## src/core/cbeq_pkg.sv

```systemverilog
// Purpose: Constants for the cache and bus event qualifier
// Assumes: 50 MHz core clock, AXI4-Lite register access
// Notes: Offsets are byte addresses of 32-bit words
//
// What this block does
// - Code 4b/01 counts all-level prefetch misses
// - Count at execution, speculative included
// - Code 4b/02 counts second-level prefetch misses
// - Code 4c/00 counts loads hitting pending prefetch
// - Code 4e/10 counts first-level prefetch requests
// - Rejected and resubmitted requests each count
// - Code 60 adds pending full-line reads
// - Read pending from issue to last chunk
// - Only cacheable data-miss or prefetcher reads
// - Exclude ownership reads, fetches, other traffic
// - Code 61 counts own bus-not-ready assertions
// - Assert not-ready near transaction capacity
// - Each not-ready assertion spans two cycles
// - No new transaction while not-ready asserted
// - Code 62 counts data-valid bus cycles
// - Own-agent mask counts only own data
// - All-agents mask counts any agent data
package cbeq_pkg;
  localparam logic [7:0] EV_PRE_MISS = 8'h4b;
  localparam logic [7:0] EV_LOAD_HIT_PRE = 8'h4c;
  localparam logic [7:0] EV_L1_PF_REQ = 8'h4e;
  localparam logic [7:0] EV_RD_OUTST = 8'h60;
  localparam logic [7:0] EV_HOLD_OFF = 8'h61;
  localparam logic [7:0] EV_DATA_VALID = 8'h62;
  localparam logic [7:0] UM_ALL_LEVEL = 8'h01;
  localparam logic [7:0] UM_SECOND_LEVEL = 8'h02;
  localparam logic [7:0] UM_NONE = 8'h00;
  localparam logic [7:0] UM_L1_PF_REQ = 8'h10;
  localparam logic [7:0] UM_THIS_AGENT = 8'h40;
  localparam logic [7:0] UM_ALL_AGENTS = 8'hc0;
  localparam int AGENT_BIT = 6;
  localparam logic [7:0] ADDR_SELECT = 8'h00;
  localparam logic [7:0] ADDR_COUNT = 8'h04;
  localparam logic [7:0] ADDR_STATUS = 8'h08;
  localparam logic [7:0] ADDR_THRESH = 8'h0c;
  localparam logic [31:0] SELECT_RESET = 32'h0000_0000;
  localparam logic [3:0] THRESH_RESET = 4'h6;
  localparam int TXN_MAX = 8;
  localparam int LINE_CHUNKS = 4;
  localparam int HOLD_CYCLES = 2;
  localparam logic [1:0] AXI_OKAY = 2'h0;
  localparam logic [1:0] AXI_SLVERR = 2'h2;
endpackage : cbeq_pkg

```

## src/core/cbeq_read_slot.sv

```systemverilog
// Purpose: Tracks one outstanding full-line bus read
// Assumes: Issue and chunk strobes are one-cycle pulses on clk
// Notes: Pending from issue cycle until last chunk arrives
`timescale 1ns/100ps
module cbeq_read_slot (
  input wire logic clk,
  input wire logic sys_rst,
  input wire logic issue,
  input wire logic chunk,
  output logic pending
);
  logic pendingR;
  logic [1:0] chunkCntR;
  wire lastChunk = pendingR && chunk && (chunkCntR == 2'(cbeq_pkg::LINE_CHUNKS - 1));

  // Pending is seen combinationally in the issue cycle itself
  assign pending = pendingR || issue;
  always_ff @(posedge clk) begin
    if (sys_rst) begin
      pendingR <= 1'b0;
      chunkCntR <= 2'h0;
    end else if (issue) begin
      pendingR <= 1'b1;
      chunkCntR <= 2'h0;
    end else if (lastChunk) begin
      pendingR <= 1'b0;
      chunkCntR <= 2'h0;
    end else if (pendingR && chunk) begin
      chunkCntR <= chunkCntR + 2'h1;
    end
  end
endmodule : cbeq_read_slot

```

## src/core/cbeq_qualifier.sv

```systemverilog
// Purpose: Decodes event code and mask into per-cycle increments
// Assumes: Core events are one-cycle pulses on clk; bus pins pass a 3-flop filter
// Notes: Registers: select, accumulated count, status, hold-off threshold
//
// Chosen here: the register addresses and the AXI4-Lite slave port.
`timescale 1ns/100ps
module cbeq_qualifier (
  input wire logic clk,
  input wire logic sys_rst,
  input wire logic [31:0] s_axi_awaddr,
  input wire logic s_axi_awvalid,
  output logic s_axi_awready,
  input wire logic [31:0] s_axi_wdata,
  input wire logic [3:0] s_axi_wstrb,
  input wire logic s_axi_wvalid,
  output logic s_axi_wready,
  output logic [1:0] s_axi_bresp,
  output logic s_axi_bvalid,
  input wire logic s_axi_bready,
  input wire logic [31:0] s_axi_araddr,
  input wire logic s_axi_arvalid,
  output logic s_axi_arready,
  output logic [31:0] s_axi_rdata,
  output logic [1:0] s_axi_rresp,
  output logic s_axi_rvalid,
  input wire logic s_axi_rready,
  input wire logic allLevelPfMiss,
  input wire logic secondLevelPfMiss,
  input wire logic loadHitPendingPf,
  input wire logic firstLevelPfReq,
  input wire logic [2:0] rdIssueSlot,
  input wire logic rdIssue,
  input wire logic rdIssueQualified,
  input wire logic [2:0] rdChunkSlot,
  input wire logic rdChunk,
  input wire logic [3:0] txnCount,
  input wire logic dataValidPin,
  input wire logic ownDataDrive,
  output logic busNotReadyOut,
  output logic busNotReadyOe,
  output logic [3:0] incCount
);
  // Bus-side pin filter: three flops, change accepted when last two agree
  logic [2:0] dvSyncR;
  logic dataValidR;
  always_ff @(posedge clk) begin
    if (sys_rst) begin
      dvSyncR <= 3'h0;
      dataValidR <= 1'b0;
    end else begin
      dvSyncR <= {dvSyncR[1:0], dataValidPin};
      if (dvSyncR[1] == dvSyncR[2]) dataValidR <= dvSyncR[2];
    end
  end

  // Software-visible registers
  logic [31:0] selectR;
  logic [31:0] countR;
  logic [31:0] holdCntR;
  logic [3:0] threshR;
  wire [7:0] evCode = selectR[7:0];
  wire [7:0] uMask = selectR[15:8];

  // Outstanding-read slots, one per allowed bus transaction
  logic [cbeq_pkg::TXN_MAX-1:0] slotPending;
  genvar gi;
  generate
    for (gi = 0; gi < cbeq_pkg::TXN_MAX; gi++) begin : gSlot
      // Only qualified full-line cacheable data reads enter a slot
      wire issueHere = rdIssue && rdIssueQualified && (rdIssueSlot == 3'(gi));
      wire chunkHere = rdChunk && (rdChunkSlot == 3'(gi));
      cbeq_read_slot uSlot (
        .clk(clk),
        .sys_rst(sys_rst),
        .issue(issueHere),
        .chunk(chunkHere),
        .pending(slotPending[gi])
      );
    end
  endgenerate

  // Population count of pending reads
  logic [3:0] pendingCnt;
  always_comb begin
    pendingCnt = 4'h0;
    for (int i = 0; i < cbeq_pkg::TXN_MAX; i++) begin
      pendingCnt = pendingCnt + {3'h0, slotPending[i]};
    end
  end

  // Hold-off generator: asserts for two cycles when near capacity
  typedef enum logic [2:0] {
    HO_IDLE = 3'b001,
    HO_FIRST = 3'b010,
    HO_SECOND = 3'b100
  } cbeq_hold_e;
  cbeq_hold_e holdR;
  cbeq_hold_e holdNxt;
  wire nearFull = (txnCount >= threshR);
  always_comb begin
    unique case (holdR)
      HO_IDLE: holdNxt = nearFull ? HO_FIRST : HO_IDLE;
      HO_FIRST: holdNxt = HO_SECOND;
      HO_SECOND: holdNxt = HO_IDLE;
      default: holdNxt = HO_IDLE;
    endcase
  end
  wire holdStart = (holdR == HO_IDLE) && nearFull;
  // Not-ready level and enable rise and fall together: the wire is driven high while asserted
  always_ff @(posedge clk) begin
    if (sys_rst) begin
      holdR <= HO_IDLE;
      busNotReadyOut <= 1'b0;
      busNotReadyOe <= 1'b0;
    end else begin
      holdR <= holdNxt;
      busNotReadyOut <= (holdNxt != HO_IDLE);
      busNotReadyOe <= (holdNxt != HO_IDLE);
    end
  end

  // Event decode; unlisted pairs give zero
  wire selAllLevel = (evCode == cbeq_pkg::EV_PRE_MISS) && (uMask == cbeq_pkg::UM_ALL_LEVEL);
  wire selSecond = (evCode == cbeq_pkg::EV_PRE_MISS) && (uMask == cbeq_pkg::UM_SECOND_LEVEL);
  wire selLoadHit = (evCode == cbeq_pkg::EV_LOAD_HIT_PRE) && (uMask == cbeq_pkg::UM_NONE);
  wire selPfReq = (evCode == cbeq_pkg::EV_L1_PF_REQ) && (uMask == cbeq_pkg::UM_L1_PF_REQ);
  wire selRdOut = (evCode == cbeq_pkg::EV_RD_OUTST);
  wire selHoldOff = (evCode == cbeq_pkg::EV_HOLD_OFF);
  wire selDvOwn = (evCode == cbeq_pkg::EV_DATA_VALID) && (uMask == cbeq_pkg::UM_THIS_AGENT);
  wire selDvAll = (evCode == cbeq_pkg::EV_DATA_VALID) && (uMask == cbeq_pkg::UM_ALL_AGENTS);

  // Increment select; speculative executions are counted since misses arrive at execute
  logic [3:0] incNxt;
  always_comb begin
    incNxt = 4'h0;
    if (selAllLevel) incNxt = {3'h0, allLevelPfMiss};
    if (selSecond) incNxt = {3'h0, secondLevelPfMiss};
    if (selLoadHit) incNxt = {3'h0, loadHitPendingPf};
    if (selPfReq) incNxt = {3'h0, firstLevelPfReq};
    if (selRdOut) incNxt = pendingCnt;
    if (selHoldOff) incNxt = {3'h0, holdStart};
    if (selDvOwn) incNxt = {3'h0, dataValidR && ownDataDrive};
    if (selDvAll) incNxt = {3'h0, dataValidR};
  end

  // AXI4-Lite write path: address and data taken in either order
  logic awHeldR;
  logic wHeldR;
  logic [7:0] awAddrR;
  logic [31:0] wDataR;
  logic [3:0] wStrbR;
  wire awTake = s_axi_awvalid && s_axi_awready;
  wire wTake = s_axi_wvalid && s_axi_wready;
  wire wrGo = awHeldR && wHeldR && !s_axi_bvalid;
  wire wrSel = wrGo && (awAddrR == cbeq_pkg::ADDR_SELECT);
  wire wrCnt = wrGo && (awAddrR == cbeq_pkg::ADDR_COUNT);
  wire wrThr = wrGo && (awAddrR == cbeq_pkg::ADDR_THRESH);
  wire wrKnown = wrSel || wrCnt || wrThr || (awAddrR == cbeq_pkg::ADDR_STATUS);
  logic [31:0] selMerged;
  always_comb begin
    for (int b = 0; b < 4; b++) begin
      selMerged[b*8 +: 8] = wStrbR[b] ? wDataR[b*8 +: 8] : selectR[b*8 +: 8];
    end
  end

  always_ff @(posedge clk) begin
    if (sys_rst) begin
      awHeldR <= 1'b0;
      wHeldR <= 1'b0;
      awAddrR <= 8'h00;
      wDataR <= 32'h0000_0000;
      wStrbR <= 4'h0;
      s_axi_awready <= 1'b0;
      s_axi_wready <= 1'b0;
      s_axi_bvalid <= 1'b0;
      s_axi_bresp <= cbeq_pkg::AXI_OKAY;
    end else begin
      s_axi_awready <= !awHeldR && !awTake && !s_axi_bvalid;
      s_axi_wready <= !wHeldR && !wTake && !s_axi_bvalid;
      if (awTake) begin
        awHeldR <= 1'b1;
        awAddrR <= {s_axi_awaddr[7:2], 2'h0};
      end
      if (wTake) begin
        wHeldR <= 1'b1;
        wDataR <= s_axi_wdata;
        wStrbR <= s_axi_wstrb;
      end
      if (wrGo) begin
        awHeldR <= 1'b0;
        wHeldR <= 1'b0;
        s_axi_bvalid <= 1'b1;
        // Only the held address decides; the live bus may already carry the next one
        s_axi_bresp <= wrKnown ? cbeq_pkg::AXI_OKAY : cbeq_pkg::AXI_SLVERR;
      end else if (s_axi_bvalid && s_axi_bready) begin
        s_axi_bvalid <= 1'b0;
      end
    end
  end

  // Register state: select, threshold, accumulated count, hold-off tally
  always_ff @(posedge clk) begin
    if (sys_rst) begin
      selectR <= cbeq_pkg::SELECT_RESET;
      threshR <= cbeq_pkg::THRESH_RESET;
      countR <= 32'h0000_0000;
      holdCntR <= 32'h0000_0000;
      incCount <= 4'h0;
    end else begin
      incCount <= incNxt;
      if (wrSel) selectR <= selMerged;
      if (wrThr) threshR <= wDataR[3:0];
      // Hardware increment adds on top of a software write so no event is lost
      if (wrCnt) countR <= wDataR + {28'h0, incNxt};
      else countR <= countR + {28'h0, incNxt};
      if (holdStart) holdCntR <= holdCntR + 32'h1;
    end
  end

  // AXI4-Lite read path
  // Upper address bits are ignored, so the four registers alias across the space
  wire [7:0] rdAddr = {s_axi_araddr[7:2], 2'h0};
  wire arTake = s_axi_arvalid && s_axi_arready;
  wire rdSel = (rdAddr == cbeq_pkg::ADDR_SELECT);
  wire rdCnt = (rdAddr == cbeq_pkg::ADDR_COUNT);
  wire rdSta = (rdAddr == cbeq_pkg::ADDR_STATUS);
  wire rdThr = (rdAddr == cbeq_pkg::ADDR_THRESH);
  wire rdHit = rdSel || rdCnt || rdSta || rdThr;
  wire [31:0] statusWord = {holdCntR[15:0], 4'h0, pendingCnt, 5'h0, holdR};
  wire [31:0] rdMux = rdSel ? selectR :
                      rdCnt ? countR :
                      rdSta ? statusWord :
                      rdThr ? {28'h0, threshR} : 32'h0000_0000;
  always_ff @(posedge clk) begin
    if (sys_rst) begin
      s_axi_arready <= 1'b0;
      s_axi_rvalid <= 1'b0;
      s_axi_rdata <= 32'h0000_0000;
      s_axi_rresp <= cbeq_pkg::AXI_OKAY;
    end else begin
      s_axi_arready <= !s_axi_rvalid && !arTake;
      if (arTake) begin
        s_axi_rvalid <= 1'b1;
        s_axi_rdata <= rdMux;
        s_axi_rresp <= rdHit ? cbeq_pkg::AXI_OKAY : cbeq_pkg::AXI_SLVERR;
      end else if (s_axi_rvalid && s_axi_rready) begin
        s_axi_rvalid <= 1'b0;
      end
    end
  end
endmodule : cbeq_qualifier

```

## config.mk

```make
export PLATFORM = sky130hd
export DESIGN_NAME = cbeq_qualifier
export DESIGN_NICKNAME = d
export VERILOG_FILES = /design/src/core/cbeq_pkg.sv /design/src/core/cbeq_read_slot.sv /design/src/core/cbeq_qualifier.sv
export SDC_FILE = /design/constraint.sdc
export NUM_CORES = 1
export LEC_CHECK = 0
export ABC_AREA = 1
export BUFFER_PORTS_ARGS = -buffer_cell sky130_fd_sc_hd__buf_2
export CAP_MARGIN = 20
export CORE_ASPECT_RATIO = 0.9
export CORE_UTILIZATION = 50
export DETAILED_ROUTE_END_ITERATION = 8
export PLACE_DENSITY = 0.69
export SYNTH_ARGS = -nofsm -noshare
export SYNTH_HDL_FRONTEND = slang
export SYNTH_HIERARCHICAL = 1
export SYNTH_SLANG_ARGS = --single-unit
```

## constraint.sdc

```tcl
create_clock -name clk -period 9.8 [get_ports clk]
set_input_delay 0 -clock clk [delete_from_list [all_inputs] [get_ports clk]]
set_output_delay 0 -clock clk [all_outputs]
set_load 0.05 [all_outputs]
```

==> results.txt, run 1 <==
The run finished with clean final reports. The post-route clock skew is 0.0148 ns. The number of instances in the synthesized netlist is 1468. TritonCTS built the clock tree. Global routing finished with a remaining overflow of 0. The final route contains 9935 vias.

The number of failing hold endpoints at the final stage came to 0. The total iterations of the first detailed-routing run is 5. The buffer type at the clock tree root is sky130_fd_sc_hd__clkbuf_16. Counting flops with an async set or reset pin after synthesis yields a share of 0%. The most common flop cell mapped by yosys is sky130_fd_sc_hd__dfxtp_1. The global-route wire length before repair came out at 44.5 mm. In this run the horizontal extent of the chip is 152 µm. The number of antenna diodes in the final layout is 0. The total wire length came out at 28.2 mm. Setup repair after global routing left no endpoint under its margin.

Counting flops and latches in the post-synthesis netlist gives 203. The mean instance size in the synthesized netlist is 6.87 µm². The required time at the worst-slack endpoint is 10.25 ns. Clock-pin slew was measured on the worst setup and hold paths at 0.07 ns. The number of max-slew violations in the final report is 0.

The number of buffers added by the clock tree synthesis step came out at 22. Routability-driven placement finished with a final weighted congestion of 0.927. Setup slack on the worst reg-to-reg path comes out at 4.98 ns. The power density normalized to cell area came out at 160 mW/mm². The critical path class is input port to flop. The worst setup path is launched from an input port.

Measured on the finished design, the core utilization comes to 62.4%. The arrival time at the worst endpoint came out at 5.83 ns. For this design the top-level I/O count stands at 173. The number of warnings reported in the yosys synthesis log came out at 6. The count of input and output buffers came out at 118. The number of antenna violations at the first check in global routing is 0. The global router's overall resource usage is 27.2%. After synthesis, the netlist uses 45 different library cells. The layout net count came out at 1771. The met1 usage in global routing is 38.3%. The area growth from synthesis to layout is 20.4%. The cell count of the worst hold path is 6. The number of violations reported at the end of detailed-routing iteration 0 is 695. The half-perimeter wire length after detailed placement is 19.8 mm. At the pin with the least slew margin, the transition time is 1.08 ns. The internal power component is 1450 µW. The mapped netlist covers 0.0101 mm².

Measured along the y axis, the die boundary spans 137 µm. The number of global-route vias before repair is 8942. The busiest layer in global routing is met2.

The final hold slack is 0.0200 ns. The worst-skew pair later-pin latency came out at 0.51 ns. The number of setup buffers added after CTS is 0. The count of standard-cell rows came out at 48. After detailed routing, the number of remaining DRC violations is 0. The share of power burned in registers is 45.5%. The met3 routing resource usage after global routing is 3.83%.

The die area came out at 0.0207 mm². The worst hold-check path type is input port to flop. The clock power share came out at 44.3%. The combinational share of power came out at 10.2%. The sink count of the clock tree came out at 203. The switching part of the total power came out at 25.3%. The share of synthesized area occupied by flip-flops and latches came out at 40.3%. The core region area is 0.0195 mm². The fill cell instance count of the final layout is 1821. The H-tree depth is 1. The number of nets with antenna violations after detailed routing is 0. The post-route clock period utilization is 54.9%. The worst slew margin relative to its limit is 27.4%. The fraction of layout cells with a size suffix above 1 came out at 14.3%. The highest attainable clock frequency is 186 MHz. The routing usage on met2 is 44.1%. The depth of the worst register-to-register path is 23. For this design the total switching power over the nets is 491 µW. The number of resized instances in the post-cts repair step came out at 0. The reported leakage power came out at 0.00514 µW. Entering global routing, the biggest net connects 106 pins. Subtracting the final worst setup slack from the clock period gives 5.38 ns. The post-detailed-route via-to-cell ratio came out at 5.27. The worst setup path is captured at a flop. Hold repair after CTS inserted 62 buffers. After detailed routing, the average wire length per cell comes to 14.9 µm. The largest fanout of any net on the critical path came out at 8. For this configuration, the core starts out at a cell density of 51.8%.

The final sum of negative setup slack is 0 ns. The final number of setup-violating endpoints is 0. The maximum number of buffers from clock root to sink is 3. Yosys mapped a number of flops with a built-in enable equal to 0. IR analysis of the VDD net gives a maximum drop of 0.113 mV. Across the run, the number of max-cap violations was 0.
synthesized netlist by cell type (4+ instances only):
library cell | n | area, µm²
sky130_fd_sc_hd__a21oi_1 | 105 | 526
sky130_fd_sc_hd__a31o_2 | 5 | 43.8
sky130_fd_sc_hd__a31oi_1 | 9 | 56.3
sky130_fd_sc_hd__a41oi_1 | 8 | 70.1
sky130_fd_sc_hd__buf_2 | 7 | 35.0
sky130_fd_sc_hd__buf_4 | 5 | 37.5
sky130_fd_sc_hd__clkbuf_1 | 42 | 158
sky130_fd_sc_hd__dfxtp_1 | 203 | 4060
sky130_fd_sc_hd__fa_1 | 5 | 100
sky130_fd_sc_hd__ha_1 | 20 | 250
sky130_fd_sc_hd__inv_1 | 148 | 556
sky130_fd_sc_hd__inv_2 | 4 | 15.0
sky130_fd_sc_hd__nand2_1 | 313 | 1170
sky130_fd_sc_hd__nand2_2 | 27 | 169
sky130_fd_sc_hd__nand3_1 | 100 | 500
sky130_fd_sc_hd__nand3_2 | 4 | 40.0
sky130_fd_sc_hd__nand3b_1 | 8 | 60.1
sky130_fd_sc_hd__nand4_1 | 11 | 68.8
sky130_fd_sc_hd__nor2_1 | 232 | 871
sky130_fd_sc_hd__nor2_2 | 17 | 106
sky130_fd_sc_hd__nor3_1 | 15 | 75.1
sky130_fd_sc_hd__nor4_1 | 7 | 43.8
sky130_fd_sc_hd__o21ai_0 | 130 | 651
sky130_fd_sc_hd__o221ai_1 | 6 | 52.6
sky130_fd_sc_hd__or2_4 | 8 | 70.1
cell usage in the layout (no fill, tap or decap), drive strengths merged:
cell,Yosys,final
a211oi,1,1
inv,152,153
conb,1,2
a21oi,105,105
xor2,3,3
nand3b,8,8
o211ai,2,2
nor2,253,253
clkinv,1,6
o21a,2,2
dfxtp,203,203
a31o,5,5
o2111ai,1,1
xnor2,1,1
o221ai,6,6
a31oi,9,9
nand4,11,11
nor3,16,16
o21ai,130,130
nor4,7,7
ha,20,20
fa,5,5
nand2,341,341
nand3,106,106
or2,9,9
o21bai,1,1
and3,2,2
a41oi,8,8
clkbuf,42,30
bufinv,0,3
buf,17,124
dlygate4sd3,0,62
sequential cells by signal, indices dropped and copies added (netlist names), 6 cells and up:
name,flops
gSlot.uSlot/chunkCntR,16
countR,32
wDataR,32
s_axi_rdata,32
gSlot.uSlot/pendingR,8
selectR,32
holdCntR,16
awAddrR,6
metrics by stage:
stage          instances  worst slack, ns  power, µW  cell area [µm²]
6_report            1885             4.42       1940            12100
3_5_place_dp        1783             4.85       1070            10800
4_1_cts             1884             4.48       1950            12100
3_3_place_gp        1782             4.83       1070            10700
5_1_grt             1885             4.06       2010            12100
2_1_floorplan       1469             5.49       1020            10100
cell type report:
type / count / area (µm²) / area share, %
inverters: 153 / 574 / 4.73
well taps: 250 / 313 / 2.58
multi-input cells: 1054 / 5160 / 42.5
repair buffers: 186 / 1280 / 10.6
clock inverters: 9 / 124 / 1.02
flip-flops and latches: 203 / 4060 / 33.5
clock buffers: 30 / 622 / 5.12
logic make-up after synthesis:
logic type | synth area share, %
simple gates | 32.8
fa+ha+maj | 3.48
flops | 40.3
other cells | 0.0372
xor+xnor | 0.348
compound gates | 14.4
buf+inv | 8.59
power groups by stage:
stage               combinational (µW)  clock (µW)  sequential [µW]
floorplan                         90.5           0              926
global placement                   172           0              899
detailed placement                 175           0              899
CTS                                195         876              881
global route                       217         907              885
finish                             197         858              882
final timing paths:
check | startpoint | endpoint
worst min-delay path | rdChunkSlot[1] | gSlot[6].uSlot/chunkCntR[0]
worst min register to register | dvSyncR[0] | dvSyncR[1]
worst max-delay path | rdIssueSlot[0] | countR[20]
worst max register to register | gSlot[0].uSlot/pendingR | countR[20]
critical path, stage by stage:
cell and delay [ns]:
sky130_fd_sc_hd__dlygate4sd3_1 0.53, sky130_fd_sc_hd__buf_2 0.13, sky130_fd_sc_hd__nand2_1 0.05, sky130_fd_sc_hd__dlygate4sd3_1 0.57, sky130_fd_sc_hd__nor2_1 0.21, sky130_fd_sc_hd__or2_4 0.17
sky130_fd_sc_hd__inv_1 0.04, sky130_fd_sc_hd__fa_1 0.50, sky130_fd_sc_hd__fa_1 0.43, sky130_fd_sc_hd__fa_1 0.50, sky130_fd_sc_hd__inv_1 0.05, sky130_fd_sc_hd__ha_1 0.18
sky130_fd_sc_hd__inv_1 0.07, sky130_fd_sc_hd__fa_1 0.43, sky130_fd_sc_hd__nor2_1 0.17, sky130_fd_sc_hd__inv_1 0.09, sky130_fd_sc_hd__fa_1 0.46, sky130_fd_sc_hd__nor2_1 0.12
sky130_fd_sc_hd__o21ai_0 0.08, sky130_fd_sc_hd__nand2_1 0.14, sky130_fd_sc_hd__nand2_1 0.09, sky130_fd_sc_hd__nor2_1 0.12, sky130_fd_sc_hd__nand2_2 0.10, sky130_fd_sc_hd__nor2_4 0.20
sky130_fd_sc_hd__nand2_1 0.12, sky130_fd_sc_hd__nand2_1 0.09, sky130_fd_sc_hd__nand2_1 0.06, sky130_fd_sc_hd__nor2_1 0.12
routing by layer:
layer  share of wire, %  up-vias  wire [µm]
met4                1.6        0        450
li1                   -     5051          -
met5                  0        -          0
met1                 47     4541      13300
met3                6.6       38       1850
met2                 44      305      12500
No activity file was read; power rests on OpenSTA's default activity.
==> run 2: changes to the inputs <==
--- a/config.mk
+++ b/config.mk
@@ -11,7 +11,7 @@
 export CORE_ASPECT_RATIO = 0.9
 export CORE_UTILIZATION = 50
 export DETAILED_ROUTE_END_ITERATION = 8
-export PLACE_DENSITY = 0.69
+export PLACE_DENSITY = 0.72
 export SYNTH_ARGS = -nofsm -noshare
 export SYNTH_HDL_FRONTEND = slang
 export SYNTH_HIERARCHICAL = 1
==> constraint.sdc (replaced) <==
create_clock -name clk -period 4.4 [get_ports clk]
set_input_delay 0 -clock clk [delete_from_list [all_inputs] [get_ports clk]]
set_output_delay 0 -clock clk [all_outputs]
set_load 0.05 [all_outputs]
==> results.txt, run 2 (same netlist as run 1, synthesis figures left out) <==
The weighted congestion reported at the end of routability-driven placement is 0.982 (+6.0%). The H-tree depth came to 1 (unchanged). The setup slack of the critical path after layout was -0.0310 ns (-4.45 ns). The average wire per standard cell came out at 15.0 µm (+0.25%). The post-route clock skew came out at 0.00988 ns (-0.00494 ns). The antenna diode count is 0 (unchanged). The post-route clock period utilization came out at 101%.

By startpoint and endpoint, the worst setup path is classified as flop to flop. The fill cell instance count of the final layout came out at 1755 (-3.6%). The number of antenna violations at the first check in global routing is 0 (unchanged).

The count of maximum capacitance violations is 0 (unchanged). The power after layout came out at 4350 µW (+120%). The worst-margin pin slew came to 1.03 ns (-0.0527 ns). The total overflow reported by the global router came out at 0 (unchanged).

STA classifies the critical path startpoint as a flop. The count of boundary I/O pins is 173 (unchanged). The initial core utilization came to 51.8% (unchanged).

The post-detailed-route via-to-cell ratio is 5.33 (+1.2%). The internal reg-to-reg setup slack is -0.03 ns (-5.01 ns). The number of violations reported at the end of detailed-routing iteration 0 came out at 567 (-18%). The layout net count came out at 1803 (+1.8%). The worst setup path is captured at a flop.

TritonCTS built the clock tree. The number of remaining DRC errors is 0 (unchanged). The launch point of the worst path is gSlot[3].uSlot/pendingR. The worst-skew pair later-pin latency came out at 0.51 ns (about the same).

The highest attainable clock frequency came out at 226 MHz. The number of max-slew violations in the final report came out at 0 (unchanged). Leaving out fill and tap cells, the most frequent cells in the layout are 306 x sky130_fd_sc_hd__nand2_1, 222 x sky130_fd_sc_hd__nor2_1, 200 x sky130_fd_sc_hd__dfxtp_1. The final number of setup-violating endpoints is 4 (+4). The global-route wire length before repair came out at 45.9 mm (+3.2%).

The number of failing hold endpoints at the final stage is 0 (unchanged). The cell count of the worst hold path came out at 5 (-1). The reg-to-reg critical path endpoint is countR[24]. The routed length on met1 is 13.0 mm (-2.4%). The required time at the worst-slack endpoint came out at 4.75 ns (-5.50 ns).

In this run the clock root is driven by a sky130_fd_sc_hd__clkbuf_16. The utilization after layout came to 64.6% (+2.2 points). The half-perimeter wire length after detailed placement is 20.0 mm (+0.73%). The depth of the worst register-to-register path came out at 21 (-8.7%). The width of the die came out at 152 µm (unchanged).

The met2 routed wirelength is 12.9 mm (+2.8%). The total wire length came out at 28.7 mm (+1.9%). The routed via count came out at 10200 (+2.9%).

The count of standard-cell rows came out at 48 (unchanged). The arrival time at the worst endpoint is 4.78 ns (-1.05 ns). The pre-CTS setup slack was -0.339 ns (-5.19 ns). The number of global-route vias before repair came out at 9303 (+4.0%). The last element of the critical path is countR[24]. The area of the multi-input gates is 0.00533 mm² (+3.2%). The number of buffers added by the clock tree synthesis step came to 22 (unchanged). The global router's overall resource usage came to 28.0% (+0.76 points). The tightest min-delay check is of the input port to flop type. The clock-pin slew reported for the worst setup and hold paths after clock tree synthesis came out at 0.06 ns (about the same). The power density normalized to cell area came out at 346 mW/mm² (+120%). The total iterations of the first detailed-routing run is 5 (unchanged).

The vertical die dimension was 137 µm (unchanged). Leaving out fill and tap cells, the most frequent cell in the layout is sky130_fd_sc_hd__nand2_1. The largest fanout of any net on the critical path came out at 4 (-4). The worst slew margin relative to its limit came out at 30.9% (+3.5 points). The pin count of the biggest net entering global routing was 71 (-33%). The final reports fail on setup timing. The number of nets with antenna violations after detailed routing came out at 0 (unchanged). The reported leakage power came out at 0.00533 µW (+3.5%).

The flow ran to the end, but the final reports show violations. The length of routed met3 wiring came out at 2.03 mm (+9.8%). The sink count of the clock tree is 203 (unchanged). The core region area came to 0.0195 mm² (unchanged). The fraction of layout cells with a size suffix above 1 came out at 18.7% (+4.4 points).

The count of input and output buffers is 118 (unchanged). The routed design could run at a clock period as short as 4.43 ns. Setup repair after global routing could not meet its margin everywhere. After detailed routing, no signal wire sits above met4. The maximum vdd drop is 0.348 mV (+210%).

The combined flip-flop and latch cell area is 0.00407 mm² (about the same). The synthesis-to-layout area growth came out at 24.8%. The maximum number of buffers from clock root to sink came to 3 (unchanged). The die area is 0.0207 mm² (unchanged). The worst register-to-register path begins at gSlot[3].uSlot/pendingR.
==> run 2: changes by cell type in the layout (fill, tap and decap cells not counted), sizes merged <==
cell / delta
bufinv: -1
dlygate4sd3: -2
clkinvlp: +2
clkinv: -1
buf: +34
==> run 2: worst max-delay path, cell delays in order, from the launching register on <==
cell and delay (ns):
sky130_fd_sc_hd__dfxtp_2 0.32, sky130_fd_sc_hd__or2_4 0.23, sky130_fd_sc_hd__inv_2 0.06, sky130_fd_sc_hd__fa_1 0.43, sky130_fd_sc_hd__fa_1 0.48, sky130_fd_sc_hd__fa_1 0.49, sky130_fd_sc_hd__inv_1 0.04, sky130_fd_sc_hd__ha_2 0.17
sky130_fd_sc_hd__inv_2 0.05, sky130_fd_sc_hd__fa_2 0.45, sky130_fd_sc_hd__nor2_4 0.13, sky130_fd_sc_hd__inv_2 0.05, sky130_fd_sc_hd__fa_2 0.39, sky130_fd_sc_hd__nor2_2 0.10, sky130_fd_sc_hd__o21ai_1 0.07, sky130_fd_sc_hd__nand2_1 0.13
sky130_fd_sc_hd__buf_4 0.14, sky130_fd_sc_hd__nand3_2 0.17, sky130_fd_sc_hd__nor2_4 0.18, sky130_fd_sc_hd__nand2_1 0.06, sky130_fd_sc_hd__nand2_1 0.06, sky130_fd_sc_hd__a21oi_1 0.06
==> run 2: worst min-delay path by stage <==
| stage | startpoint | to | slack (ns) |
|---|---|---|---|
| 2_1_floorplan | dataValidPin | dvSyncR[0] | 0.11 |
| 3_3_place_gp | dataValidPin | dvSyncR[0] | 0.20 |
| 3_5_place_dp | dataValidPin | dvSyncR[0] | 0.21 |
| 4_1_cts | ownDataDrive | incCount[0] | 0.004 |
| 5_1_grt | rdIssue | gSlot[6].uSlot/pendingR | 0.05 |
| 6_report | rdIssue | gSlot[5].uSlot/pendingR | 0.02 |
==> run 2: timing repair <==
item,CTS,global route
hold buffers,60,0
gates resized for setup,31,26
buffers inserted,4,1
pin swaps,27,29
endpoints found under the setup margin,20,27
hold endpoints to repair,55,0
==> run 2: layout make-up <==
class / instances / share of cell area (%)
Clock buffer: 30 / 5.26
Clock inverter: 9 / 0.856
Inverter: 153 / 4.59
Multi-Input combinational cell: 1054 / 42.4
Sequential cell: 203 / 32.3
Tap cell: 250 / 2.49
Timing Repair Buffer: 218 / 12.1
==> run 2: where the power goes <==
| part | leakage [µW] | internal (µW) | switching [µW] |
|---|---|---|---|
| Sequential | 0.00165 | 1900 | 57.8 |
| Combinational | 0.00330 | 161 | 289 |
| Clock | 0.000377 | 1170 | 765 |
| Total | 0.00533 | 3240 | 1110 |
==> run 2: stage by stage <==
stage	hold WS [ns]	cells	cell area, µm²	TNS, ns
after detailed placement	0.213	1813	11000	-5.47
after CTS	0.00416	1915	12500	-0.290
after floorplan	0.107	1469	10100	0
final	0.0192	1917	12600	-0.0977
after global placement	0.204	1812	11000	-4.14
after global routing	0.0534	1917	12600	-3.10
==> run 2: metal layers <==
| metal | global-route usage (%) | up-vias |
|---|---|---|
| met5 | 0 | - |
| met4 | 8.75 | 0 |
| met1 | 38.3 | 4690 |
| met2 | 44.9 | 358 |
| li1 | - | 5120 |
| met3 | 4.47 | 55 |
